<file path="config.mk">
export PLATFORM = sky130hd
export DESIGN_NAME = robot_host_handshake_sequencer
export DESIGN_NICKNAME = d
export VERILOG_FILES = /design/src/hdl/handshake_pkg.sv /design/src/hdl/robot_host_handshake_sequencer.sv
export SDC_FILE = /design/constraint.sdc
export NUM_CORES = 1
export LEC_CHECK = 0
export BUFFER_PORTS_ARGS = -buffer_cell sky130_fd_sc_hd__buf_4
export CAP_MARGIN = 20
export CORE_MARGIN = 8
export CORE_UTILIZATION = 46
export CTS_BUF_LIST = sky130_fd_sc_hd__clkbuf_16
export DETAILED_ROUTE_END_ITERATION = 6
export PLACE_DENSITY = 0.74
export SLEW_MARGIN = 10
export SYNTH_ARGS = -nofsm -noshare
export SYNTH_HDL_FRONTEND = slang
export SYNTH_SLANG_ARGS = --single-unit
</file>
<file path="constraint.sdc">
create_clock -name pclk -period 4.5 [get_ports pclk]
set_input_delay 0.225 -clock pclk [delete_from_list [all_inputs] [get_ports pclk]]
set_output_delay 0.225 -clock pclk [all_outputs]
set_load 0.005 [all_outputs]
</file>
<file path="src/hdl/handshake_pkg.sv">
/*
  Constants for the robot host handshake sequencer: error display codes,
  pulse widths and timing counts.
  Assumes a 40 MHz system clock and no register bus other than APB.
*/
package handshake_pkg;
  localparam int unsigned  CLK_HZ           = 40_000_000;
  // Error display codes shown on the panel (decimal digits in a byte)
  localparam logic [7:0]   CODE_NONE        = 8'h00;
  localparam logic [7:0]   CODE_POSITION    = 8'h02;
  localparam logic [7:0]   CODE_IRON_TIME   = 8'h03;
  localparam logic [7:0]   CODE_WAIT_TIME   = 8'h04;
  localparam logic [7:0]   CODE_TEMP        = 8'h06;
  localparam logic [7:0]   CODE_DATA_CHECK  = 8'h08;
  localparam logic [7:0]   CODE_UPPER_LIMIT = 8'h09;
  // END output pulse width
  localparam int unsigned  END_PULSE_US     = 100;
  localparam int unsigned  END_PULSE_CYC    =
    (END_PULSE_US * (CLK_HZ / 1_000_000) > 0) ?
    END_PULSE_US * (CLK_HZ / 1_000_000) : 1;
  localparam int unsigned  PROG_W           = 7;
  localparam int unsigned  CNT_W            = 16;
  // APB map
  localparam logic [11:0]  ADDR_CTRL        = 12'h000;
  localparam logic [11:0]  ADDR_STATUS      = 12'h004;
  localparam logic [11:0]  ADDR_PROG_VALID  = 12'h008;
  localparam logic [11:0]  ADDR_PROGRAM     = 12'h00C;
  localparam int unsigned  CTRL_HOME_EMG    = 0;
  localparam logic [31:0]  CTRL_RESET_VAL   = 32'h0000_0001;

  // Sequencer states
  typedef enum logic [3:0] {
    ST_IDLE, ST_HOME_Z, ST_HOME_XYT, ST_WAIT_TEMP, ST_READY, ST_RUN,
    ST_PAUSE_DRAIN, ST_PAUSED, ST_ERROR, ST_EMERG
  } seq_state_t;
endpackage : handshake_pkg

</file>
<file path="src/hdl/robot_host_handshake_sequencer.sv">
/*
  Discrete-I/O handshake and run sequencer of a soldering robot
  controller. Host-side inputs pass a three-flop synchroniser; motion and
  heater blocks on the same clock report through plain status inputs.
  Software reaches a small register set over APB.
*/
`timescale 1ns/10ps
module robot_host_handshake_sequencer (
  input  wire logic         pclk,
  input  wire logic         presetn,
  input  wire logic         clk_en,
  // APB slave
  input  wire logic         psel,
  input  wire logic         penable,
  input  wire logic         pwrite,
  input  wire logic [11:0]  paddr,
  input  wire logic [31:0]  pwdata,
  output logic      [31:0]  prdata,
  output logic              pready,
  output logic              pslverr,
  // Host pins, asynchronous
  input  wire logic         home_in,
  input  wire logic         start_in,
  input  wire logic         pause_in,
  input  wire logic         reset_in,
  input  wire logic         emergency_contact,
  input  wire logic [6:0]   program_number_inputs,
  // Host outputs
  output logic              ready_out,
  output logic              running_out,
  output logic              end_out,
  output logic              error_out,
  // Motion and heater status, same clock
  input  wire logic         z_at_origin,
  input  wire logic         xyt_at_origin,
  input  wire logic         tip_temp_ok,
  input  wire logic         heater_fault,
  input  wire logic         step_out,
  input  wire logic         iron_time_over,
  input  wire logic         wait_time_over,
  input  wire logic         upper_sensor_ok,
  input  wire logic         solder_shortage,
  input  wire logic         solder_step_active,
  input  wire logic         program_done,
  // Motion and heater commands
  output logic              home_z_cmd,
  output logic              home_xyt_cmd,
  output logic              heater_on,
  output logic              axis_enable,
  output logic              program_restart,
  output logic [6:0]        program_number_select,
  output logic [7:0]        error_code,
  output logic              temp_error_lamp,
  output logic              shortage_lamp
);
  localparam int unsigned NSYNC = 12;
  localparam logic [NSYNC-1:0] SYNC_IDLE = 12'h010; // Only emergency rests high

  handshake_pkg::seq_state_t state_reg;
  logic [NSYNC-1:0] s1_reg;
  logic [NSYNC-1:0] s2_reg;
  logic [NSYNC-1:0] s3_reg;
  logic [NSYNC-1:0] pin_reg;
  logic [NSYNC-1:0] pin_prev_reg;
  logic [31:0]      ctrl_reg;
  logic [127:0]     prog_valid_reg;
  logic [handshake_pkg::CNT_W-1:0] end_cnt_reg;
  logic             emerg_latched_reg;
  logic             restart_reg;
  logic             need_home_reg;
  logic             need_reselect_reg;
  logic [6:0]       last_prog_reg;

  logic             home_s;
  logic             start_s;
  logic             pause_s;
  logic             reset_s;
  logic             emerg_closed_s;
  logic [6:0]       prog_s;
  logic             start_rise;
  logic             home_rise;
  logic             reset_rise;
  logic             emerg_fall;
  logic             emerg_rise;
  logic             apb_wr;
  logic             apb_rd;
  logic             addr_ok;
  logic             idle_blocked;

  // Weighted sum of asserted select lines
  function automatic logic [6:0] prog_number(input logic [6:0] sel);
    logic [6:0] sum;
    sum = 7'h00;
    for (int i = 0; i < 7; i++)
    begin
      if (sel[i])
        sum = sum | 7'(1 << i);
    end
    return sum;
  endfunction : prog_number

  // Three-flop synchroniser; a change counts when stages two and three agree
  always_ff @(posedge pclk or negedge presetn)
  begin
    if (!presetn)
    begin
      s1_reg       <= SYNC_IDLE;
      s2_reg       <= SYNC_IDLE;
      s3_reg       <= SYNC_IDLE;
      pin_reg      <= SYNC_IDLE;
      pin_prev_reg <= SYNC_IDLE;
    end
    else if (clk_en)
    begin
      s1_reg <= {program_number_inputs, emergency_contact, reset_in,
                 pause_in, start_in, home_in};
      s2_reg <= s1_reg;
      s3_reg <= s2_reg;
      for (int i = 0; i < NSYNC; i++)
      begin
        if (s2_reg[i] == s3_reg[i])
          pin_reg[i] <= s3_reg[i];
      end
      pin_prev_reg <= pin_reg;
    end
  end

  assign home_s         = pin_reg[0];
  assign start_s        = pin_reg[1];
  assign pause_s        = pin_reg[2];
  assign reset_s        = pin_reg[3];
  assign emerg_closed_s = pin_reg[4];
  assign prog_s         = prog_number(pin_reg[11:5]);
  assign start_rise     = start_s & ~pin_prev_reg[1];
  assign home_rise      = home_s  & ~pin_prev_reg[0];
  assign reset_rise     = reset_s & ~pin_prev_reg[3];
  assign emerg_fall     = ~emerg_closed_s & pin_prev_reg[4];
  assign emerg_rise     = emerg_closed_s & ~pin_prev_reg[4];

  // Idle faults that hold READY low
  assign idle_blocked = heater_fault | ~tip_temp_ok | ~upper_sensor_ok;

  // APB decode, zero wait states
  assign apb_wr  = psel & penable & pwrite & clk_en;
  assign apb_rd  = psel & ~pwrite;
  assign addr_ok = (paddr == handshake_pkg::ADDR_CTRL) |
                   (paddr == handshake_pkg::ADDR_STATUS) |
                   (paddr[11:4] == 8'h00 && paddr[1:0] == 2'b00 &&
                    paddr[3:2] == 2'b10) |
                   (paddr[11:4] == 8'h01 && paddr[1:0] == 2'b00) |
                   (paddr == handshake_pkg::ADDR_PROGRAM);
  assign pready  = 1'b1;
  assign pslverr = psel & penable & ~addr_ok;

  // Control and program-defined table; writes at the access phase
  always_ff @(posedge pclk or negedge presetn)
  begin
    if (!presetn)
    begin
      ctrl_reg       <= handshake_pkg::CTRL_RESET_VAL;
      prog_valid_reg <= '0;
    end
    else if (apb_wr && addr_ok)
    begin
      if (paddr == handshake_pkg::ADDR_CTRL)
        ctrl_reg <= pwdata;
      else if (paddr[11:4] == 8'h00 && paddr[3:2] == 2'b10)
        prog_valid_reg[31:0] <= pwdata;
      else if (paddr[11:4] == 8'h01)
        prog_valid_reg[32*paddr[3:2] +: 32] <= pwdata;
    end
  end

  // Read data mux, registered on the setup phase
  always_ff @(posedge pclk or negedge presetn)
  begin
    if (!presetn)
      prdata <= 32'h0000_0000;
    else if (clk_en && apb_rd && !penable)
    begin
      if (paddr == handshake_pkg::ADDR_CTRL)
        prdata <= ctrl_reg;
      else if (paddr == handshake_pkg::ADDR_STATUS)
        prdata <= {16'h0000, error_code, 4'h0, state_reg};
      else if (paddr == handshake_pkg::ADDR_PROGRAM)
        prdata <= {25'h000_0000, program_number_select};
      else if (paddr[11:4] == 8'h00 && paddr[3:2] == 2'b10)
        prdata <= prog_valid_reg[31:0];
      else if (paddr[11:4] == 8'h01)
        prdata <= prog_valid_reg[32*paddr[3:2] +: 32];
      else
        prdata <= 32'h0000_0000;
    end
  end

  // Main sequencer
  always_ff @(posedge pclk or negedge presetn)
  begin
    if (!presetn)
    begin
      state_reg             <= handshake_pkg::ST_IDLE;
      error_code            <= handshake_pkg::CODE_NONE;
      program_number_select <= 7'h00;
      emerg_latched_reg     <= 1'b0;
      restart_reg           <= 1'b1;
      need_home_reg         <= 1'b0;
      need_reselect_reg     <= 1'b0;
      last_prog_reg         <= 7'h00;
    end
    else if (clk_en)
    begin
      if (!emerg_closed_s)
      begin
        state_reg         <= handshake_pkg::ST_EMERG;
        emerg_latched_reg <= 1'b1;
      end
      else
      case (state_reg)
        handshake_pkg::ST_IDLE:
          if (home_rise)
            state_reg <= handshake_pkg::ST_HOME_Z;
        handshake_pkg::ST_HOME_Z:
          if (z_at_origin)
            state_reg <= handshake_pkg::ST_HOME_XYT;
        handshake_pkg::ST_HOME_XYT:
          if (xyt_at_origin)
            state_reg <= handshake_pkg::ST_WAIT_TEMP;
        handshake_pkg::ST_WAIT_TEMP:
          if (tip_temp_ok && z_at_origin && xyt_at_origin)
          begin
            state_reg     <= handshake_pkg::ST_READY;
            need_home_reg <= 1'b0;
          end
        handshake_pkg::ST_READY:
        begin
          if (heater_fault)
            error_code <= handshake_pkg::CODE_TEMP;
          else if (error_code == handshake_pkg::CODE_TEMP)
            error_code <= handshake_pkg::CODE_NONE;
          if (start_rise && !upper_sensor_ok)
          begin
            state_reg  <= handshake_pkg::ST_ERROR;
            error_code <= handshake_pkg::CODE_UPPER_LIMIT;
          end
          else if (start_rise && !idle_blocked)
          begin
            if (!prog_valid_reg[prog_s] ||
                (need_reselect_reg && prog_s == last_prog_reg))
            begin
              state_reg     <= handshake_pkg::ST_ERROR;
              error_code    <= handshake_pkg::CODE_DATA_CHECK;
              need_home_reg <= 1'b1;
            end
            else
            begin
              state_reg             <= handshake_pkg::ST_RUN;
              program_number_select <= prog_s;
              restart_reg           <= (prog_s != last_prog_reg) |
                                       restart_reg;
              last_prog_reg         <= prog_s;
              need_reselect_reg     <= 1'b0;
            end
          end
        end
        handshake_pkg::ST_PAUSED:
          if (start_rise)
            state_reg <= handshake_pkg::ST_RUN;
        handshake_pkg::ST_RUN,
        handshake_pkg::ST_PAUSE_DRAIN:
        begin
          restart_reg <= 1'b0;
          if (step_out)
          begin
            state_reg         <= handshake_pkg::ST_ERROR;
            error_code        <= handshake_pkg::CODE_POSITION;
            need_home_reg     <= 1'b1;
            need_reselect_reg <= 1'b1;
          end
          else if (iron_time_over || !upper_sensor_ok)
          begin
            state_reg         <= handshake_pkg::ST_ERROR;
            error_code        <= handshake_pkg::CODE_IRON_TIME;
          end
          else if (wait_time_over)
          begin
            state_reg         <= handshake_pkg::ST_ERROR;
            error_code        <= handshake_pkg::CODE_WAIT_TIME;
            restart_reg       <= 1'b1;
          end
          else if (heater_fault)
          begin
            state_reg  <= handshake_pkg::ST_ERROR;
            error_code <= handshake_pkg::CODE_TEMP;
          end
          else if (solder_shortage && !solder_step_active)
            state_reg <= handshake_pkg::ST_ERROR;
          else if (program_done && state_reg == handshake_pkg::ST_RUN)
          begin
            state_reg   <= handshake_pkg::ST_READY;
            restart_reg <= 1'b1;
          end
          else if ((pause_s || state_reg == handshake_pkg::ST_PAUSE_DRAIN)
                   && !solder_step_active)
            state_reg <= handshake_pkg::ST_PAUSED;
          else if (pause_s)
            state_reg <= handshake_pkg::ST_PAUSE_DRAIN;
        end
        handshake_pkg::ST_ERROR:
          if (error_code == handshake_pkg::CODE_NONE)
          begin
            if (!solder_shortage)
              state_reg <= handshake_pkg::ST_PAUSED;
          end
          else if (reset_rise && !heater_fault && upper_sensor_ok)
          begin
            error_code <= handshake_pkg::CODE_NONE;
            if (need_home_reg)
              state_reg <= handshake_pkg::ST_IDLE;
            else
              state_reg <= handshake_pkg::ST_READY;
          end
        handshake_pkg::ST_EMERG:
        begin
          if (emerg_rise && ctrl_reg[handshake_pkg::CTRL_HOME_EMG])
            state_reg <= handshake_pkg::ST_HOME_Z;
          else if (home_rise || reset_rise)
            state_reg <= handshake_pkg::ST_HOME_Z;
          error_code        <= handshake_pkg::CODE_NONE;
          emerg_latched_reg <= 1'b0;
        end
        default:
          state_reg <= handshake_pkg::ST_IDLE;
      endcase
    end
  end

  // END pulse, raised together with READY at a normal finish
  always_ff @(posedge pclk or negedge presetn)
  begin
    if (!presetn)
      end_cnt_reg <= '0;
    else if (clk_en)
    begin
      if (emerg_closed_s && state_reg == handshake_pkg::ST_RUN &&
          program_done && !step_out && !iron_time_over &&
          upper_sensor_ok && !wait_time_over && !heater_fault &&
          !(solder_shortage && !solder_step_active))
        end_cnt_reg <= handshake_pkg::CNT_W'(handshake_pkg::END_PULSE_CYC);
      else if (end_cnt_reg != '0)
        end_cnt_reg <= end_cnt_reg - 1'b1;
    end
  end

  // Host outputs and motion commands
  assign running_out = emerg_closed_s &&
                       (state_reg == handshake_pkg::ST_RUN ||
                        state_reg == handshake_pkg::ST_PAUSE_DRAIN);
  assign ready_out   = state_reg == handshake_pkg::ST_READY &&
                       !idle_blocked;
  assign end_out     = end_cnt_reg != '0;
  assign error_out   = state_reg == handshake_pkg::ST_ERROR;
  assign home_z_cmd  = state_reg == handshake_pkg::ST_HOME_Z;
  assign home_xyt_cmd = state_reg == handshake_pkg::ST_HOME_XYT;
  assign heater_on   = emerg_closed_s &&
                       state_reg != handshake_pkg::ST_EMERG;
  assign axis_enable = running_out;
  assign program_restart = restart_reg;
  assign temp_error_lamp = ~tip_temp_ok | heater_fault;
  assign shortage_lamp   = solder_shortage;
endmodule : robot_host_handshake_sequencer

</file>
==> results by stage, run 1 <==
Place:
- Port buffering added 131 buffers.
- Detailed placement finished with a half-perimeter wire length of 28.30 mm.
- At the end of routability-driven placement, the weighted congestion stood at 0.8964.

Timing:
- Setup violations remaining at the end of the flow were counted as 0.
- Summed over all failing endpoints, the final setup total negative slack is 0 ns.
- The transition at the pin with the smallest max-transition slack is 0.9721 ns.
- The clock arrives with 0.01225 ns of skew.
- The count of final max-slew check failures is 0.
- Setup repair after global routing left no endpoint under its margin.
- The minimum period implied by the final worst setup slack is 3.298 ns.
- Measured against its own limit, the worst slew margin works out to 0.3460.
- The hold violation total from the final report was 0.
- Of the available clock period, the critical path in the final layout requires 0.7329.
- Timing would allow up to 303.2 MHz.

Routing:
- After detailed routing, the number of vias per cell comes to 5.862.
- The pre-antenna-repair detailed-routing pass consisted of 5 iterations.
- The routed via count is 11,920.
- The post-detailed-route count of antenna-violating nets is 0.
- The final layout contains routed wiring with a total length of 41.04 mm.
- The post-route DRC violation count is 0.
- For this block, the initial DRC count from the detailed router was 1,119.
- Dividing the detail-routed wire length by the instance count gives 20.18 µm.

Worst setup path:
- The startpoint identified for the worst register-to-register timing path is pin_reg[5].
- STA puts the critical path data required time at 4.93 ns.
- STA puts the critical path data arrival time at 3.73 ns.
- The worst setup path is captured at a register.
- The largest fanout on the critical path is 15.
- The kind of critical path is reg2reg.
- The startpoint class of the critical path is a register.
- The count of cells along the worst register-to-register path is 8.
- The worst-case register-to-register setup slack is 1.20 ns.
- In this run the critical register-to-register path is captured at last_prog_reg[5].

Die:
- The die covers 0.03771 mm².
- The initial standard-cell utilization of the core is 0.4653.
- The die height is 194.2 µm.
- The floorplan step set the die width to 194.2 µm.
- 133 I/O pins were placed.
- The number of placement rows is 65.
- The core region is 0.03139 mm².

CTS:
- Gates resized during post-CTS repair numbered 0.
- The TritonCTS clock tree is yes.
- Once the clock tree was built, the setup fixing pass inserted 0 buffers.
- The tree built by TritonCTS fans out to 282 sinks.
- After clock tree synthesis, the clock-pin slew on the worst setup and hold paths is 0.06 ns.
- In this run the clock root is driven by a clkbuf_16.
- The latest clock arrival within the worst-skew pair is 0.56 ns.
- In this run, post-CTS hold repair placed 45 buffers.
- Clock tree synthesis inserted a total of 29 buffers.
- In this run the deepest clock path goes through 3 buffers.
- The maximum level of the CTS H-tree is 1.

Cells and area:
- Measured on the finished design, the core utilization comes to 0.5488.
- The register with the most flip-flops in the layout has 128 of them.
- The share of cells above drive strength 1 is 0.2077.
- Relative to the synthesized area, the layout overhead comes to 17.94%.
- The final net count is 1,689.
- The number of antenna cells inserted is 0.

Power:
- The peak supply drop is 0.3045 mV.
- In this run the static leakage power is 7.430 nW.
- For this design the ratio of total power to cell area is 380.5 mW/mm².
- The reported net switching power is 1.902 mW.
- The internal cell power is 4.653 mW.
- The sequential power share is 0.460.
- Of the total power, the share spent switching nets is 0.2902.
- Of the total power, the clock network draws 0.353.
- Of the total power, combinational logic draws 0.187.

Logic synthesis:
- The unique cell type count in the Yosys netlist is 73.
- The average footprint of a synthesized cell is 9.844 µm².
- Of the post-synthesis cell area, the dominant cell type holds 0.4711.
- The commonest cells after synthesis are nand2_1 (299), dfrtp_1 (275), o21ai_0 (149).
- Counting every net in the synthesized netlist gives 1,563.
- After synthesis the netlist holds a flip-flop and latch count of 282.
- The most used flip-flop cell after synthesis is dfrtp_1.
- The count of flip-flops with a built-in enable after synthesis is 0.
- The synthesized instance count is 1,484.
- Summing every instance area after synthesis gives 0.01461 mm².
- For this run, asynchronously set or reset flops after synthesis account for 1.000.
- The Yosys step of the flow raised 0 warnings.
- The most common cell in the synthesized netlist is nand2_1.
- The share of the Yosys chip area taken by registers is 0.4837.
- The dominant cell type by area after synthesis is dfrtp_1.
- Ranked by total cell area, the synthesized netlist is headed by dfrtp_1 (47%), nand2_1 (7.7%), mux4_2 (6.5%), mux2_2 (6.2%), o21ai_0 (5.1%).

Global route:
- Summed over all layers, the global routing overflow is 0.
- The via count of the first global-routing pass was 11,910.
- For this run, the total global-route usage over all layers was measured as 0.2143.
- The maximum number of pins on one net before global-route repair is 111.
- The wire length of the first global-routing pass is 66.25 mm.
- The number of antenna violations at the first check in global routing is 0.

Hold path:
- The worst hold path startpoint is wait_time_over.
- The destination of the worst hold path is error_code[1].
- The worst min-delay path class is in2reg.
- Counting instances, the worst hold path has a depth of 3.

Job:
- Max-cap violations in this run came to 0.

Run status:
- The run finished with clean final reports.
## cell families after synthesis
family          share of synthesized area
simple gates                       0.1552
compound gates                     0.1472
flops                              0.4837
mux                                0.1595
buf+inv                           0.03811
xor+xnor                          0.01019
fa+ha+maj                        0.005824
other cells                     0.0002567
## cell usage in the layout (no fill, tap or decap), drive strengths merged, types with 4 or more instances in the layout
master,Yosys,final
o31ai,6,6
dlygate4sd3,0,45
o22ai,4,4
xnor2,10,10
xor2,7,7
or2,4,4
or3,7,7
nor3,15,15
a221oi,8,8
and3,6,6
o21a,5,5
nand3,12,12
mux2,82,82
a22oi,53,53
a21oi,101,101
nand2b,17,17
nor2b,20,20
nor2,111,111
clkbuf,79,29
dfrtp,275,275
buf,26,155
o21ai,150,150
a31oi,4,4
ha,6,6
mux4,42,42
dfstp,7,7
nand2,299,299
mux2i,46,46
nor4,10,10
clkinv,0,11
and2,6,6
inv,21,31
## final cells by class
| type | count | area (µm²) |
|---|---|---|
| fillers | 2752 | 14160 |
| flip-flops and latches | 282 | 7067 |
| multi-input cells | 1076 | 7012 |
| repair buffers | 200 | 1667 |
| clock buffers | 29 | 725.7 |
| well taps | 402 | 503.0 |
| clock inverters | 24 | 175.2 |
| inverters | 21 | 78.83 |
## worst max-delay path, stage by stage (launching register included)
cell       delay, ns
dfrtp_1         0.79
nor2b_1         0.38
a22oi_1         0.27
a21oi_1         0.09
a2111oi_0       0.45
nor2_1          0.17
a22oi_4         0.40
nand4_4         0.23
mux2_1          0.38
## metrics by stage
| step | worst slack, ns | power (mW) | cells | area, µm² | hold WS [ns] |
|---|---|---|---|---|---|
| 2_1_floorplan | 1.437 | 3.763 | 1484 | 14610 | -0.07059 |
| 3_3_place_gp | 1.127 | 4.195 | 1935 | 15860 | 0.2624 |
| 3_5_place_dp | 1.041 | 4.236 | 1935 | 15860 | 0.2608 |
| 4_1_cts | 1.303 | 6.584 | 2033 | 17210 | 0.03253 |
| 5_1_grt | 0.9306 | 6.853 | 2034 | 17230 | 0.07454 |
| 6_report | 1.202 | 6.555 | 2034 | 17230 | 0.04693 |
## power by group through the flow
| stage | Combinational (mW) | Clock (mW) | Sequential, mW |
|---|---|---|---|
| detailed placement | 1.18 | 0 | 3.05 |
| finish | 1.23 | 2.31 | 3.01 |
| global placement | 1.15 | 0 | 3.04 |
| CTS | 1.23 | 2.35 | 3.01 |
| global route | 1.35 | 2.46 | 3.04 |
| floorplan | 0.847 | 0 | 2.92 |
## worst max-delay path by stage
| stage | startpoint | end | slack [ns] | cells past startpoint |
|---|---|---|---|---|
| finish | pin_reg[5] | last_prog_reg[5] | 1.20 | 8 |
| CTS | pin_reg[5] | last_prog_reg[5] | 1.30 | 8 |
| global placement | paddr[2] | prog_valid_reg[15] | 1.13 | 9 |
| detailed placement | paddr[2] | prog_valid_reg[4] | 1.04 | 9 |
| global route | pin_reg[5] | last_prog_reg[5] | 0.93 | 8 |
| floorplan | paddr[3] | prog_valid_reg[120] | 1.44 | 13 |
## layer usage
layer	vias up	wire length (µm)	global-route usage	share of wire
met3	96	2844	0.04044	0.069
met4	0	1323	0.06874	0.032
met5	-	0	0.002639	0
met1	5843	17440	0.2846	0.42
li1	5499	-	-	-
met2	486	19430	0.3506	0.47
No activity file was read; power rests on OpenSTA's default activity.
==> run 2: changes to the inputs <==
clock period = 3.29 ns   (was 4.5 ns; I/O delays follow)
==> results by stage, run 2 (same netlist as run 1, synthesis figures left out) <==
Die:
- The number of placement rows was 65 (unchanged).
- The die area is 0.03771 mm² (unchanged).
- The die height is 194.2 µm (unchanged).
- The I/O pin count was 133 (unchanged).
- The initial standard-cell utilization of the core is 0.4653 (unchanged).
- The die width is 194.2 µm (unchanged).
- The floorplan core area is 0.03139 mm² (unchanged).

Global route:
- The number of antenna violations at the first check in global routing is 0 (unchanged).
- The maximum number of pins on one net before global-route repair came to 94 (-15%).
- The via count of the first global-routing pass is 12,040 (+1.1%).
- The total grt overflow was 0 (unchanged).
- The wire length of the first global-routing pass is 67.98 mm (+2.6%).
- The aggregate global-route resource usage is 0.2197 (+0.005348).

Timing:
- Setup repair after global routing left no endpoint under its margin.
- The minimum hold slack is 0.03461 ns (-0.01232 ns).
- The top achievable clock speed is 335.1 MHz (+11%).
- The total of endpoints with negative setup slack in the final report is 0 (unchanged).
- The hold violation total from the final report is 0 (unchanged).
- The post-route setup TNS is 0 ns (unchanged).
- The minimum period implied by the final worst setup slack came to 2.984 ns (-0.3142 ns).
- The post-route fraction of the period consumed by the critical path was 0.9070 (+0.1741).
- The final worst clock skew came to 0.009347 ns (-0.002903 ns).
- The count of final max-slew check failures was 0 (unchanged).
- The transition at the pin with the smallest max-transition slack is 0.8021 ns (-0.1700 ns).
- The headroom to the max-slew limit was 0.4653 (+0.1193).

CTS:
- The latest clock arrival within the worst-skew pair was 0.56 ns (about the same).
- The clock transition time at the flip-flop clock pins of the worst setup and hold paths is 0.06 ns (about the same).
- The buffer count from post-CTS setup fixing is 0 (unchanged).
- The root buffer cell is clkbuf_16.
- The deepest clock path buffer count was 3 (unchanged).
- The number of clock sinks is 282 (unchanged).
- The maximum level of the CTS H-tree was 1 (unchanged).
- The number of clock buffers inserted by TritonCTS is 30 (+3.4%).
- TritonCTS built the clock tree.

Job:
- The total of max-cap violations came to 0 (unchanged).

Run status:
- The checks that failed: DRC.
- The flow ran to the end, but the final reports show violations.

Worst setup path:
- The arrival time of data at the critical path endpoint was 3.42 ns (-0.31 ns).
- The count of cells along the worst register-to-register path came to 10 (+2).
- The kind of critical path is reg2reg.
- The worst setup path is captured at a register.
- The startpoint class of the critical path is a register.
- The largest fanout on the critical path was 14 (-1).
- The required time of the critical path is 3.72 ns (-1.21 ns).
- The worst-case register-to-register setup slack is 0.31 ns (-0.90 ns).

Routing:
- The detailed-routing iteration count for the pre-antenna-repair pass is 7 (+2).
- The number of violations reported at the end of detailed-routing iteration 0 is 1,082 (-3.3%).
- The met1 wire length is 18.01 mm (+3.3%).
- The post-detailed-route count of antenna-violating nets was 0 (unchanged).
- The post-route DRC violation count is 1 (+1).
- The vias per cell came to 5.825 (-0.64%).
- The detailed-routed wire length on met3 is 2.556 mm (-10%).
- The met2 routed wirelength is 20.65 mm (+6.2%).
- The routed via count is 11,990 (+0.54%).
- The highest metal layer used by the detailed router is met4.
- The final routed wire length divided by cell count is 20.48 µm (+1.5%).
- The routed wire length came to 42.15 mm (+2.7%).

Place:
- The number of port buffers is 131 (unchanged).
- The final RePlAce weighted congestion was 0.9002 (+0.42%).
- The HPWL after detailed placement is 29.44 mm (+4.1%).
- The post-placement cell count was 1,957 (+1.1%).

Cells and area:
- The top cell types in the final layout, fill and taps aside, are nand2_1 (299), dfrtp_1 (273), buf_4 (172).
- The number of standard cells in the final layout excluding fillers is 2,058 (+1.2%).
- The multi-input combinational cell area was 0.007012 mm² (unchanged).
- The final net count is 1,713 (+1.4%).
- Compared with the post-synthesis result, the final layout area differs by 19.42%.
- The most common cell after layout, fill and taps aside is nand2_1.
- The number of antenna cells inserted is 0 (unchanged).
- The final design utilization is 0.5557 (+0.006896).
- The share of cells above drive strength 1 is 0.2192 (+0.01148).
- The filler cell count came to 2,753 (+0.036%).
- The storage element area is 0.007068 mm² (about the same).
- The number of flip-flops under the largest register name was 128 (unchanged).

Power:
- The peak supply drop came to 0.4830 mV (+59%).
- The power density of the placed cells is 523.4 mW/mm² (+38%).
- The leakage component of the power is 7.571 nW (+1.9%).

Hold path:
- The hold-critical path depth is 3 (unchanged).
- The tightest min-delay check is of the in2reg type.
-- run 2: worst max-delay path: stages (launching register included) --
cell       delay, ns
dfrtp_2         0.54
buf_4           0.20
mux4_2          0.32
nor2_1          0.04
a21oi_1         0.14
a221oi_1        0.10
a2111oi_0       0.32
nor2_1          0.15
a22oi_4         0.40
nand4_4         0.25
mux2_1          0.38
-- run 2: where the power goes --
part           switching (mW)  total [mW]  internal [mW]
Clock                    1.38        3.29           1.91
Sequential              0.346        4.10           3.76
Combinational           0.905        1.74          0.832
Total                    2.63        9.13           6.50
-- run 2: layout make-up --
| cell class | count | share of cell area |
|---|---|---|
| clock inverters | 23 | 0.009755 |
| well taps | 402 | 0.02883 |
| flip-flops and latches | 282 | 0.4052 |
| multi-input cells | 1076 | 0.4020 |
| inverters | 21 | 0.004519 |
| repair buffers | 223 | 0.1053 |
| clock buffers | 31 | 0.04447 |
-- run 2: layer usage --
metal,vias to the layer above,track usage
met2,456,0.3700
met1,5927,0.2967
met5,-,0
met3,76,0.03280
met4,0,0.04979
li1,5529,-
-- run 2: stage by stage --
step	setup WS [ns]	power [mW]	instance area [µm²]
3_5_place_dp	0.2149	5.841	16030
4_1_cts	0.2146	9.178	17440
3_3_place_gp	0.3001	5.781	16030
5_1_grt	0.1383	9.537	17440
6_report	0.3060	9.130	17440
2_1_floorplan	0.2874	5.147	14610
-- run 2: repair_timing --
action,CTS,global route
hold buffers,47,0
endpoints found under the setup margin,0,1
hold endpoints to repair,262,0
resized for setup,0,1
-- run 2: final timing paths --
kind | start | end
min in group asynchronous | presetn | prdata[9]
max in group asynchronous | presetn | s3_reg[4]
setup reg to reg | pin_reg[5] | last_prog_reg[5]
setup / recovery | pin_reg[5] | last_prog_reg[5]
hold / removal | solder_step_active | state_reg[0]
hold reg to reg | s3_reg[2] | pin_reg[2]
==> run 3: changes to the inputs <==
ABC_AREA = 1   (was unset)
==> results by stage, run 3 <==
Logic synthesis:
- The commonest cells after synthesis are nand2_1 (605), dfrtp_1 (275), o21ai_0 (218).
- The share of synthesized area occupied by flip-flops and latches is 0.4627 (-0.02097).
- The number of warnings printed during yosys synthesis came to 0 (unchanged).
- The synthesized instance count was 1,998 (+35%).
- After synthesis, the cell types taking the most area are dfrtp_1 (45%), nand2_1 (15%), o21ai_0 (7.1%), nand3_1 (5.2%), nor2_1 (3.1%).
- The cell area after synthesis was 0.01527 mm² (+4.5%).
- The area fraction of the dominant cell type after synthesis is 0.4507 (-0.02042).
- The post-synth net total came to 2,077 (+33%).
- The unique cell type count in the Yosys netlist is 63 (-14%).
- dfrtp_1 takes more of the synthesized area than any other cell.
- The count of flip-flops with a built-in enable after synthesis was 0 (unchanged).
- The most frequent cell after synthesis is nand2_1.
- The total of flip-flops plus latches after synthesis was 282 (unchanged).
- The flip-flop cell with the highest count after synthesis is dfrtp_1.
- The average footprint of a synthesized cell is 7.642 µm² (-22%).
- The share of synthesized registers carrying an async set or reset is 1.000 (unchanged).

Power:
- The reported net switching power was 2.910 mW (+11%).
- The share of total power consumed by net switching is 0.2987 (+0.01084).
- The leakage component of the power is 8.266 nW (+9.2%).
- The clock network fraction of total power is 0.407 (+0.047).
- The peak supply drop came to 0.3864 mV (-20%).
- The sequential power share is 0.410 (-0.039).
- The internal cell power is 6.831 mW (+5.1%).
- The proportion of power drawn by combinational gates came to 0.183 (-0.007).
- The power density of the placed cells is 531.9 mW/mm² (+1.6%).

Cells and area:
- In the layout the commonest cells are nand2_1 (605), dfrtp_1 (274), o21ai_0 (218).
- Leaving out fill and tap cells, the most frequent cell in the layout is nand2_1.
- The number of flip-flops under the largest register name was 128 (unchanged).
- The area added between synthesis and finish is 19.94%.
- The number of antenna cells inserted is 0 (unchanged).
- The final net count came to 2,207 (+29%).
- The share of cells above drive strength 1 came to 0.1393 (-0.07986).
- The final design utilization came to 0.5615 (+0.005770).

Die:
- The die width is 198.2 µm (+2.1%).
- The die area was 0.03928 mm² (+4.2%).
- The I/O pin count came to 133 (unchanged).
- The initial standard-cell utilization of the core is 0.4681 (+0.002799).
- The number of placement rows is 66 (+1.5%).
- The floorplan core area was 0.03262 mm² (+3.9%).
- The die height came to 198.2 µm (+2.1%).

Timing:
- The final worst clock skew is 0.01915 ns (+0.009803 ns).
- Setup repair after global routing left no endpoint under its margin.
- The headroom to the max-slew limit is 0.2680 (-0.1973).
- The total of endpoints with negative setup slack in the final report came to 0 (unchanged).
- The count of final max-slew check failures came to 0 (unchanged).
- The top achievable clock speed is 369.6 MHz (+10%).
- The post-route fraction of the period consumed by the critical path came to 0.8224 (-0.08458).
- The post-route setup TNS was 0 ns (unchanged).
- The minimum period implied by the final worst setup slack is 2.706 ns (-0.2783 ns).
- The transition at the pin with the smallest max-transition slack was 1.095 ns (+0.2933 ns).
- The hold violation total from the final report is 0 (unchanged).

Routing:
- The final routed wire length divided by cell count is 18.62 µm (-9.1%).
- The routed wire length is 48.32 mm (+15%).
- The detailed-routing iteration count for the pre-antenna-repair pass is 5 (-2).
- The number of violations reported at the end of detailed-routing iteration 0 is 1,601 (+48%).
- The post-detailed-route count of antenna-violating nets was 0 (unchanged).
- The vias per cell came to 5.705 (-2.1%).
- The routed via count came to 14,800 (+23%).
- The post-route DRC violation count came to 0 (-1).

Global route:
- The maximum number of pins on one net before global-route repair came to 92 (-2.1%).
- The number of antenna violations at the first check in global routing is 0 (unchanged).
- The wire length of the first global-routing pass is 77.07 mm (+13%).
- The via count of the first global-routing pass came to 14,160 (+18%).
- The aggregate global-route resource usage is 0.2432 (+0.02350).
- The total grt overflow is 0 (unchanged).

CTS:
- The root buffer cell chosen for the clock tree is clkbuf_16.
- The latest clock arrival within the worst-skew pair came to 0.52 ns (-0.04 ns).
- The maximum level of the CTS H-tree is 2 (+1).
- The number of clock buffers inserted by TritonCTS is 35 (+17%).
- The cts-stage hold buffer count came to 45 (-4.3%).
- The quantity of gates resized following cts is 0 (unchanged).
- The buffer count from post-CTS setup fixing is 0 (unchanged).
- The number of clock sinks is 282 (unchanged).
- The clock transition time at the flip-flop clock pins of the worst setup and hold paths was 0.06 ns (about the same).
- TritonCTS built the clock tree.
- The deepest clock path buffer count came to 3 (unchanged).

Worst setup path:
- The worst-case register-to-register setup slack is 0.58 ns (+0.28 ns).
- The arrival time of data at the critical path endpoint is 3.12 ns (-0.30 ns).
- The largest fanout on the critical path is 21 (+7).
- Grouping stages by cell kind, the critical path spends the most delay in simple AND/OR/NAND/NOR gates.
- The worst register-to-register path ends at error_code[7].
- Tracing the worst setup path back leads to its startpoint at pin_reg[5].
- In this run the critical register-to-register path is launched from pin_reg[5].
- The required time of the critical path is 3.71 ns (about the same).
- Counting stages on the worst path, the most repeated cell is nand3_1.
- STA classifies the critical path startpoint as a register.
- The worst setup path is captured at a register.
- The setup path with the least slack is of type reg2reg.
- The critical path buffer and inverter count is 3 (+2).
- The count of cells along the worst register-to-register path is 15 (+5).
- On the critical path, the stage with the largest delay is an instance of dfrtp_2.
- The largest incremental delay on the critical path is 0.49 ns (-0.05 ns).
- The signal on the critical path passes through inv_2 > buf_4 > nand2_1 > nand3_1 > nand3_1 > nand3_1 > nand2_1 > nand2_1 > nand3_1 > nand3_1 > nand3_1 > buf_4 > a21boi_1 > nand2_1 > a21boi_0.

Place:
- The HPWL after detailed placement was 31.87 mm (+8.2%).
- The number of port buffers is 131 (unchanged).
- The final RePlAce weighted congestion was 0.9316 (+3.5%).

Hold path:
- The worst hold path startpoint is clk_en.
- The worst hold path belongs to the class in2reg.
- The hold-critical path depth is 3 (unchanged).
- The destination of the worst hold path is s2_reg[8].

Job:
- The total of max-cap violations is 0 (unchanged).

Run status:
- The run finished with clean final reports.
==> run 3: cell count changes after synthesis, sizes merged, moves of 23 or more <==
cell / delta
mux2: -51
mux2i: -46
a22oi: -52
nand3: +148
inv: +89
mux4: -42
nand2: +316
nor2: +23
nand4: +41
o21ai: +154
a21oi: -27
==> run 3: area by class of cell <==
cell class,count,area [µm²]
multi-input cells,1474,7206
repair buffers,221,1879
flip-flops and latches,282,7067
fillers,3015,14310
inverters,114,431.7
clock buffers,37,925.9
clock inverters,25,251.5
well taps,442,553.0
==> run 3: cells by family (layout without fill, tap and decap cells) <==
kind of cell	after synthesis	after routing	synth area share
adder cells (fa/ha/maj)	6	6	0.004916
buffers and inverters	242	397	0.06604
flip-flops	282	282	0.4627
multiplexers	31	31	0.02532
XOR/XNOR	7	7	0.004015
AND/OR/NAND/NOR	985	985	0.2784
other	1	1	0.0002456
AO/OA/AOI/OAI	444	444	0.1583
==> run 3: worst max-delay path by stage <==
| stage | end | slack (ns) | cells after the start |
|---|---|---|---|
| 6_report | error_code[7] | 0.58 | 15 |
| 5_1_grt | error_code[7] | 0.38 | 14 |
| 4_1_cts | error_code[7] | 0.66 | 14 |
| 3_5_place_dp | ctrl_reg[27] | 0.30 | 15 |
| 3_3_place_gp | ctrl_reg[28] | 0.34 | 15 |
| 2_1_floorplan | ctrl_reg[10] | 0.66 | 16 |
==> run 3: tightest hold or removal path, stage by stage <==
cell,delay [ns]
buf_4,0.22
nand2_1,0.09
nand2_1,0.04
==> run 3: per-layer routing <==
layer	up-vias	GRT usage	routed length, µm
li1	6952	-	-
met1	6964	0.3269	19860
met2	751	0.3834	22500
met3	137	0.04805	4222
met4	0	0.09347	1738
met5	-	0	0
==> run 3: power groups by stage <==
stage | Clock, mW | Sequential, mW | Combinational, mW
final | 3.96 | 4.00 | 1.79
after floorplan | 0 | 3.97 | 1.03
after global routing | 4.14 | 4.03 | 1.99
after global placement | 0 | 4.03 | 1.69
after detailed placement | 0 | 4.05 | 1.72
after CTS | 4.00 | 3.99 | 1.78
==> run 3: per-stage QoR <==
step                      hold WS [ns]  power, mW  std cells  setup WS (ns)  area (µm²)
after floorplan                -0.1311      5.002       1998         0.6631       15270
after global placement          0.2056      5.722       2488         0.3392       16690
after detailed placement        0.2244      5.770       2488         0.3022       16690
after CTS                      0.04683      9.763       2595         0.6580       18310
after global routing           0.07538      10.16       2595         0.3785       18310
final                          0.05070      9.741       2595         0.5843       18310
